`src/logic/rts_pkg.sv`:
```
// package for the reset time-out sequencer: register map, timing, enums
package rts_pkg;
  // bus register byte addresses
  localparam logic [3:0] ADDR_STATUS = 4'h0; // power_reset_status
  localparam logic [3:0] ADDR_CAUSE = 4'h4; // reset cause, flags and state
  localparam logic [3:0] ADDR_PC = 4'h8; // program counter start value
  localparam logic [3:0] ADDR_CONFIG = 4'hC; // configuration fuses
  // power_reset_status fields
  localparam int BIT_BROWNOUT = 0;
  localparam int BIT_POWERON = 1;
  // config fields
  localparam int BIT_POWERUP_DELAY_TIMER_EN_N = 0;
  localparam int BIT_BO_EN = 1;
  localparam int BIT_MODE_LO = 2;
  localparam logic [3:0] CONFIG_RESET = 4'h0; // delay enabled, brown-out off, rc mode
  // vectors
  localparam logic [12:0] PC_RESET = 13'h0000;
  localparam logic [12:0] PC_IRQ_VECTOR = 13'h0004;
  // timing, clock at 25 MHz
  localparam longint CLK_HZ = 25000000;
  localparam longint POWERUP_DELAY_US = 72000; // 72 ms
  localparam longint POWERUP_DELAY_CYC = POWERUP_DELAY_US * CLK_HZ / 1000000;
  localparam longint BROWNOUT_MIN_NS = 100000; // 100 us
  localparam longint BROWNOUT_MIN_CYC = (BROWNOUT_MIN_NS * CLK_HZ + 999999999) / 1000000000;
  localparam logic [10:0] OSC_SETTLE_COUNT = 11'h400; // 1024 oscillator cycles
  localparam int DELAY_W = 32;

  typedef enum logic [1:0] {
    RTS_RESISTOR_CAPACITOR_MODE = 2'h0,
    RTS_LOW_POWER_CRYSTAL_MODE = 2'h1,
    RTS_CRYSTAL_MODE = 2'h2,
    RTS_HIGH_SPEED_CRYSTAL_MODE = 2'h3
  } rts_osc_mode_t;

  typedef enum logic [2:0] {
    RTS_ST_RUN = 3'h0,
    RTS_ST_BROWNOUT = 3'h1,
    RTS_ST_DELAY = 3'h2,
    RTS_ST_SETTLE = 3'h3,
    RTS_ST_HOLD = 3'h4,
    RTS_ST_SLEEP = 3'h5
  } rts_state_t;

  typedef enum logic [2:0] {
    RTS_CAUSE_POWERON = 3'h0,
    RTS_CAUSE_BROWNOUT = 3'h1,
    RTS_CAUSE_MASTER_CLEAR_PIN_RUN = 3'h2,
    RTS_CAUSE_MASTER_CLEAR_PIN_SLEEP = 3'h3,
    RTS_CAUSE_WDT_RESET = 3'h4,
    RTS_CAUSE_WDT_WAKE = 3'h5,
    RTS_CAUSE_IRQ_WAKE = 3'h6
  } rts_cause_t;

  // watchdog and wake events from the core
  typedef struct packed {
    logic watchdog_timeout;
    logic irq_wake;
    logic global_irq_enable;
    logic sleep_enter;
  } rts_core_evt_t;

  // avalon request
  typedef struct packed {
    logic [3:0] address;
    logic read;
    logic write;
    logic [31:0] writedata;
  } rts_av_req_t;
endpackage : rts_pkg

```
`src/logic/rts_down_counter.sv`:
```
// loadable down counter with a done level
`timescale 1ns/100ps
module rts_down_counter
  import rts_pkg::*;
#(
  parameter int W = 32
) (
  input wire logic clk,
  input wire logic reset_n,
  input wire logic load,
  input wire logic [W-1:0] load_value,
  input wire logic step,
  output logic done
);
  logic [W-1:0] count_q;

  // load wins over step so a restart is never missed
  always_ff @(posedge clk or negedge reset_n) begin
    if (!reset_n) begin
      count_q <= '0;
    end else if (load) begin
      count_q <= load_value;
    end else if (step && count_q != '0) begin
      count_q <= count_q - 1'b1;
    end
  end

  assign done = (count_q == '0) && !load;
endmodule : rts_down_counter

```
`src/logic/rts_sequencer.sv`:
```
// reset time-out sequencer: delay timer, oscillator settle count, brown-out, cause flags
`timescale 1ns/100ps
module rts_sequencer
  import rts_pkg::*;
#(
  parameter longint POWERUP_DELAY_CYCLES = POWERUP_DELAY_CYC
) (
  input wire logic clk,
  input wire logic reset_n,
  input wire logic master_clear_pin_n,
  input wire logic supply_low,
  input wire logic osc_input_pin,
  input wire rts_core_evt_t core_evt,
  input wire logic [12:0] core_pc,
  input wire rts_av_req_t av_req,
  output logic [31:0] av_readdata,
  output logic av_waitrequest,
  output logic chip_reset,
  output logic core_wake,
  output logic [12:0] pc_load_value,
  output logic pc_load,
  output logic regs_reset,
  output logic watchdog_expiry_flag,
  output logic powerdown_flag
);
  rts_state_t state_q;
  logic [3:0] config_q;
  logic [1:0] power_reset_status_q;
  rts_cause_t cause_q;
  logic first_q;
  logic osc_prev_q;
  logic [10:0] settle_q;
  logic [11:0] low_cnt_q;
  logic wr_take;
  logic delay_load;
  logic delay_done;
  logic brownout_hit;
  logic delay_enabled;
  logic settle_applies;
  logic osc_rise;
  logic access;
  logic [31:0] rd_d;
  rts_osc_mode_t mode;

  assign mode = rts_osc_mode_t'(config_q[BIT_MODE_LO +: 2]);
  // brown-out forces the delay on whatever the active-low fuse says
  assign delay_enabled = config_q[BIT_BO_EN] || !config_q[BIT_POWERUP_DELAY_TIMER_EN_N];
  assign settle_applies = (mode != RTS_RESISTOR_CAPACITOR_MODE);
  assign osc_rise = osc_input_pin && !osc_prev_q;
  assign access = av_req.read || av_req.write;
  // a write lands only at the edge that completes the access, never during the wait cycle
  assign wr_take = av_req.write && !av_waitrequest;

  // delay counter, reloaded on every entry to brown-out or power-on
  assign delay_load = first_q || (state_q == RTS_ST_BROWNOUT);
  rts_down_counter #(.W(DELAY_W)) u_delay (
    .clk(clk),
    .reset_n(reset_n),
    .load(delay_load),
    .load_value(DELAY_W'(POWERUP_DELAY_CYCLES)),
    .step(state_q == RTS_ST_DELAY),
    .done(delay_done)
  );

  // supply-low must persist past the minimum before it counts
  always_ff @(posedge clk or negedge reset_n) begin
    if (!reset_n) begin
      low_cnt_q <= '0;
    end else if (!supply_low || !config_q[BIT_BO_EN]) begin
      low_cnt_q <= '0;
    end else if (low_cnt_q != 12'(BROWNOUT_MIN_CYC)) begin
      low_cnt_q <= low_cnt_q + 12'h001;
    end
  end
  assign brownout_hit = (low_cnt_q == 12'(BROWNOUT_MIN_CYC));

  // oscillator edge detect, input taken as synchronous
  always_ff @(posedge clk or negedge reset_n) begin
    if (!reset_n) begin
      osc_prev_q <= 1'b0;
    end else begin
      osc_prev_q <= osc_input_pin;
    end
  end

  // settle count of oscillator input edges
  always_ff @(posedge clk or negedge reset_n) begin
    if (!reset_n) begin
      settle_q <= '0;
    end else if (state_q != RTS_ST_SETTLE) begin
      settle_q <= '0;
    end else if (osc_rise) begin
      settle_q <= settle_q + 11'h001;
    end
  end

  // first cycle after reset marks the power-on event
  always_ff @(posedge clk or negedge reset_n) begin
    if (!reset_n) begin
      first_q <= 1'b1;
    end else begin
      first_q <= 1'b0;
    end
  end

  // configuration fuses, software writable
  always_ff @(posedge clk or negedge reset_n) begin
    if (!reset_n) begin
      config_q <= CONFIG_RESET;
    end else if (wr_take && av_req.address == ADDR_CONFIG) begin
      config_q <= av_req.writedata[3:0];
    end
  end

  // main sequence
  always_ff @(posedge clk or negedge reset_n) begin
    if (!reset_n) begin
      state_q <= RTS_ST_DELAY;
    end else if (first_q) begin
      state_q <= RTS_ST_DELAY;
    end else if (brownout_hit) begin
      state_q <= RTS_ST_BROWNOUT;
    end else begin
      unique case (state_q)
        RTS_ST_BROWNOUT: begin
          if (!supply_low) state_q <= RTS_ST_DELAY;
        end
        RTS_ST_DELAY: begin
          if (delay_done || !delay_enabled) begin
            if (settle_applies && (cause_q == RTS_CAUSE_POWERON || cause_q == RTS_CAUSE_BROWNOUT))
              state_q <= RTS_ST_SETTLE;
            else state_q <= RTS_ST_HOLD;
          end
        end
        RTS_ST_SETTLE: begin
          if (settle_q == OSC_SETTLE_COUNT) state_q <= RTS_ST_HOLD;
        end
        RTS_ST_HOLD: begin
          if (master_clear_pin_n) state_q <= RTS_ST_RUN;
        end
        RTS_ST_RUN: begin
          if (!master_clear_pin_n || core_evt.watchdog_timeout) state_q <= RTS_ST_HOLD;
          else if (core_evt.sleep_enter) state_q <= RTS_ST_SLEEP;
        end
        RTS_ST_SLEEP: begin
          if (!master_clear_pin_n) state_q <= RTS_ST_HOLD;
          else if (core_evt.watchdog_timeout || core_evt.irq_wake) begin
            if (settle_applies) state_q <= RTS_ST_SETTLE;
            else state_q <= RTS_ST_RUN;
          end
        end
        default: state_q <= RTS_ST_BROWNOUT;
      endcase
    end
  end

  // reset cause and status flags
  always_ff @(posedge clk or negedge reset_n) begin
    if (!reset_n) begin
      cause_q <= RTS_CAUSE_POWERON;
      watchdog_expiry_flag <= 1'b1;
      powerdown_flag <= 1'b1;
    end else if (first_q) begin
      cause_q <= RTS_CAUSE_POWERON;
      watchdog_expiry_flag <= 1'b1;
      powerdown_flag <= 1'b1;
    end else if (brownout_hit && state_q != RTS_ST_BROWNOUT) begin
      cause_q <= RTS_CAUSE_BROWNOUT;
      watchdog_expiry_flag <= 1'b1;
      powerdown_flag <= 1'b1;
    end else if (state_q == RTS_ST_RUN && !master_clear_pin_n) begin
      cause_q <= RTS_CAUSE_MASTER_CLEAR_PIN_RUN; // flags unchanged
    end else if (state_q == RTS_ST_RUN && core_evt.watchdog_timeout) begin
      cause_q <= RTS_CAUSE_WDT_RESET;
      watchdog_expiry_flag <= 1'b0;
      powerdown_flag <= 1'b1;
    end else if (state_q == RTS_ST_SLEEP && !master_clear_pin_n) begin
      cause_q <= RTS_CAUSE_MASTER_CLEAR_PIN_SLEEP;
      watchdog_expiry_flag <= 1'b1;
      powerdown_flag <= 1'b0;
    end else if (state_q == RTS_ST_SLEEP && core_evt.watchdog_timeout) begin
      cause_q <= RTS_CAUSE_WDT_WAKE;
      watchdog_expiry_flag <= 1'b0;
      powerdown_flag <= 1'b0;
    end else if (state_q == RTS_ST_SLEEP && core_evt.irq_wake) begin
      cause_q <= RTS_CAUSE_IRQ_WAKE;
      watchdog_expiry_flag <= 1'b1;
      powerdown_flag <= 1'b0;
    end
  end

  // status bits: hardware clear wins over a software set in the same cycle
  always_ff @(posedge clk or negedge reset_n) begin
    if (!reset_n) begin
      power_reset_status_q <= 2'h0;
    end else begin
      if (first_q) begin
        power_reset_status_q[BIT_POWERON] <= 1'b0;
      end else if (wr_take && av_req.address == ADDR_STATUS) begin
        power_reset_status_q[BIT_POWERON] <= av_req.writedata[BIT_POWERON];
      end
      // brown-out bit is left as software wrote it when the circuit is off
      if (brownout_hit) begin
        power_reset_status_q[BIT_BROWNOUT] <= 1'b0;
      end else if (wr_take && av_req.address == ADDR_STATUS) begin
        power_reset_status_q[BIT_BROWNOUT] <= av_req.writedata[BIT_BROWNOUT];
      end
    end
  end

  // outputs toward the core, registered
  always_ff @(posedge clk or negedge reset_n) begin
    if (!reset_n) begin
      chip_reset <= 1'b1;
      core_wake <= 1'b0;
      regs_reset <= 1'b1;
      pc_load <= 1'b0;
      pc_load_value <= PC_RESET;
    end else begin
      chip_reset <= (state_q != RTS_ST_RUN) && (state_q != RTS_ST_SLEEP);
      // a wake in rc mode resumes without touching the register file; a crystal-mode wake ends in hold, which raises regs_reset
      regs_reset <= (state_q == RTS_ST_HOLD) || (state_q == RTS_ST_BROWNOUT) ||
                    ((state_q == RTS_ST_DELAY) || (state_q == RTS_ST_SETTLE &&
                    cause_q != RTS_CAUSE_WDT_WAKE && cause_q != RTS_CAUSE_IRQ_WAKE));
      core_wake <= 1'b0;
      pc_load <= 1'b0;
      if (state_q == RTS_ST_HOLD && master_clear_pin_n) begin
        pc_load <= 1'b1;
        pc_load_value <= PC_RESET;
      end else if ((state_q == RTS_ST_SETTLE && settle_q == OSC_SETTLE_COUNT &&
                    (cause_q == RTS_CAUSE_WDT_WAKE || cause_q == RTS_CAUSE_IRQ_WAKE)) ||
                   (state_q == RTS_ST_SLEEP && !settle_applies && master_clear_pin_n &&
                    (core_evt.watchdog_timeout || core_evt.irq_wake))) begin
        core_wake <= 1'b1;
        pc_load <= 1'b1;
        if (core_evt.irq_wake && core_evt.global_irq_enable) pc_load_value <= PC_IRQ_VECTOR;
        else pc_load_value <= core_pc + 13'h0001;
      end
    end
  end

  // read mux
  always_comb begin
    rd_d = 32'h0000_0000;
    unique case (av_req.address)
      ADDR_STATUS: rd_d = {30'h0, power_reset_status_q};
      ADDR_CAUSE: rd_d = {24'h0, state_q, cause_q, watchdog_expiry_flag, powerdown_flag};
      ADDR_PC: rd_d = {19'h0, pc_load_value};
      ADDR_CONFIG: rd_d = {28'h0, config_q};
      default: rd_d = 32'h0000_0000;
    endcase
  end

  // avalon slave: one wait cycle, then answer
  always_ff @(posedge clk or negedge reset_n) begin
    if (!reset_n) begin
      av_waitrequest <= 1'b1;
      av_readdata <= 32'h0000_0000;
    end else begin
      av_waitrequest <= !(access && av_waitrequest);
      if (av_req.read && av_waitrequest) av_readdata <= rd_d;
    end
  end
endmodule : rts_sequencer

```
`config.mk`:
```
export PLATFORM = sky130hd
export DESIGN_NAME = rts_sequencer
export DESIGN_NICKNAME = d
export VERILOG_FILES = /design/src/logic/rts_pkg.sv /design/src/logic/rts_down_counter.sv /design/src/logic/rts_sequencer.sv
export SDC_FILE = /design/constraint.sdc
export NUM_CORES = 1
export LEC_CHECK = 0
export BUFFER_PORTS_ARGS = -buffer_cell sky130_fd_sc_hd__buf_2
export CORE_MARGIN = 2
export CORE_UTILIZATION = 49
export CTS_CLUSTER_DIAMETER = 120
export DETAILED_ROUTE_END_ITERATION = 10
export GPL_TIMING_DRIVEN = 0
export PLACE_DENSITY = 0.8
export SYNTH_ARGS = -nofsm -noshare
export SYNTH_HDL_FRONTEND = slang
export SYNTH_SLANG_ARGS = --single-unit
```
`constraint.sdc`:
```
create_clock -name clk -period 2.8 [get_ports clk]
set_input_delay 0.14 -clock clk [delete_from_list [all_inputs] [get_ports clk]]
set_output_delay 0.14 -clock clk [all_outputs]
set_load 0.02 [all_outputs]
```
==> results_dict.tcl <==
set metrics [dict create \
    start_util_pct 49.8 \
    ant_nets 0 \
    outcome "completed" \
    hold_start "av_req[2]" \
    crit_fanout 5 \
    fin_skew_ps 18.4 \
    dr.pass1.iters 5 \
    fin_crit_ps 2740 \
    worstReg2RegStart "u_delay.count_q[23]" \
    cts_tree "done" \
    drive_above_1_share_pct 19.6 \
    ff2ff_path_depth 6 \
    dp_hpwl_microns 8660 \
    cp-start-kind "register" \
    slew_headroom_pct 60.9 \
    final_cell_mix "dfrtp_1, nor2_1, buf_2" \
    antenna_found_initial 0 \
    h-tree-depth 3 \
    areaGrowthSynthToFinish_pct 17.1 \
    required_ps 3070 \
    highest_layer "met4" \
    final_common_cell "dfrtp_1" \
    holdPathStages 2 \
    powerDensity_nw_per_um2 670 \
    cap_violations 0 \
    place.gp.congestion 0.834 \
    first_iter_violations 271 \
    wl_met3_microns 638 \
    die_area_sq_um 11700 \
    yosysWarnings 0 \
    yosysUniqueCellTypes 58 \
    synth_edf_count 0 \
    clk_latency_ps 380 \
    r2r_end "state_q[2]" \
    max-vdd-ir-drop_mv 0.310 \
    core_sq_um 10700 \
    io_pins 112 \
    dp.cells 767 \
    grt_usage_pct 20.8 \
    hold_end "config_q[2]" \
    wl_met2_microns 5830 \
    yosysSeqAreaShare_pct 48.1 \
    hold_viol 0 \
    netlist.area_leader.share_pct 44.6 \
    fin_area_sq_um 6240 \
    cts.sink_count 102 \
    ff2ff_setup_slack_ps 60 \
    layout.cells.non_filler 792 \
    fin_nets 714 \
    crit_start "u_delay.count_q[23]" \
    grt_pass1_vias 4064 \
    worstMarginPinSlew_ps 585 \
    holdWs_ps 10.5 \
    routed_wirelength_microns 11800 \
    chipHeight_microns 108 \
    crit_type "reg2reg" \
    grt_start_max_net_pins 63 \
    p_leak_nw 2.76 \
    synth_top_area_cell "dfrtp_1" \
    slew_violations 0 \
    drc 0 \
    synthArstFlopShare_pct 100 \
    placed_area_sq_um 5910 \
    cp.arrival_ps 3010 \
    fmax_mhz 365 \
    fp.dieW_microns 108 \
    netlist_instances 545 \
    overflow 0 \
    cts_buffers 9 \
    num_rows 38 \
    ctsRootBufferMaster "clkbuf_8" \
    rsz0062_at_grt "yes" \
    ys_ff_latch 102 \
    routed_via_density 5.55 \
    grt_pass1_wl_microns 19600 \
    fin_crit_sh_pct 97.9 \
    synth_flop_cell "dfrtp_1" \
    io_buffers 62 \
    ctsLongestPathBuffers 2 \
    syn_avg_cell_area_sq_um 9.77 \
    n_antenna_cell 0 \
    netlist_area_sq_um 5330 \
    wl_per_cell_microns 14.9 \
    ys_top_cells_by_area "dfrtp_1, xor2_1, nor2_1" \
    setup_violations 0 \
    hold_class "in2reg" \
    crit_path_end_kind "register" \
    clkTransAtPathRegs_ps 110 \
    wl_met1_microns 5180 \
    via_count 4398 \
]
==> metal layers <==
metal | global-route usage [%] | vias up
li1 | - | 2112
met1 | 27.0 | 2143
met2 | 36.0 | 126
met3 | 3.74 | 17
met4 | 5.68 | 0
met5 | 0 | -
==> cells by family (layout without fill, tap and decap cells) <==
group           Yosys count  count (layout)  synth area share, %
fa+ha+maj                 7               7                 1.64
mux                       9               9                 2.28
flops                   102             102                 48.1
simple gates            224             224                 21.5
buf+inv                  49             137                 4.79
compound gates          101             101                 13.1
other cells               1              20               0.0704
xor+xnor                 52              52                 8.55
==> where the power goes <==
part / switching, mW / leakage [nW] / internal (mW)
clock: 0.567 / 0.0914 / 0.345
sequential: 0.213 / 1.32 / 1.69
combinational: 0.797 / 1.35 / 0.564
total: 1.58 / 2.76 / 2.60
==> area by class of cell <==
class,instances,area (sq um)
Buffer,38,214
Fill cell,892,4460
Tap cell,140,175
Clock buffer,9,124
Multi-Input combinational cell,413,2630
Sequential cell,102,2560
Inverter,11,41.3
Clock inverter,7,66.3
Timing Repair Buffer,72,423
==> synthesized netlist by cell type (2+ instances only) <==
master and instances:
a211oi_1 5, a21oi_1 20, a22o_1 8, a22oi_1 6, a31oi_1 2, and2_1 2
and3_1 12, and4b_1 2, buf_4 19, clkbuf_1 18, dfrtp_1 95, dfstp_2 7
ha_1 7, inv_1 10, mux2_2 5, mux2i_1 2, mux4_2 2, nand2_1 41
nand2b_1 6, nand3_1 28, nand4_1 3, nand4b_1 2, nor2_1 65, nor2b_1 6
nor3_1 15, nor4_1 7, nor4b_1 6, o211ai_1 3, o21ai_0 20, o21ai_1 7
o21bai_1 3, o22ai_1 3, o2bb2ai_1 13, or2_1 2, or3_1 12, or4_1 8
or4_4 2, xnor2_1 21, xor2_1 31
==> critical path, stage by stage, from the launching register on <==
cell       delay (ps)
dfrtp_2           450
or4_4             570
nor4_4            320
nand3_2           140
o221a_4           260
or4b_1            540
a2111oi_2         360
==> through the flow <==
stage          total power, mW  TNS [ps]  setup slack [ps]  utilization [%]
6_report                  4.18         0              57.8             58.3
5_1_grt                   4.43     -36.6             -36.6             58.3
3_5_place_dp              3.21      -113             -40.1             55.3
3_3_place_gp              3.16     -41.2             -17.7             55.0
2_1_floorplan             2.80         0               218                -
4_1_cts                   4.14         0              13.6             57.9
==> how the worst max path moves through the flow <==
stage          cells past startpoint  slack [ps]             endpoint
4_1_cts                            6          10           state_q[2]
6_report                           6          60           state_q[2]
5_1_grt                            6         -40           state_q[2]
2_1_floorplan                      6         220           state_q[2]
3_5_place_dp                       6         -40   u_delay.count_q[4]
3_3_place_gp                       7         -20  u_delay.count_q[19]
==> sequential cells by signal, summed over array words and instances (netlist names), 2 cells and up <==
name	flops
av_readdata	13
cause_q	3
config_q	4
low_cnt_q	12
pc_load_value	13
power_reset_status_q	2
settle_q	11
state_q	3
u_delay.count_q	32
==> timing repair <==
action	in CTS	in global routing
setup buffers	1	2
pin swaps	1	3
setup endpoints to repair	8	8
hold endpoints to repair	43	0
hold buffers	6	0
resized for setup	4	5
(Power assumes the default switching activity.)
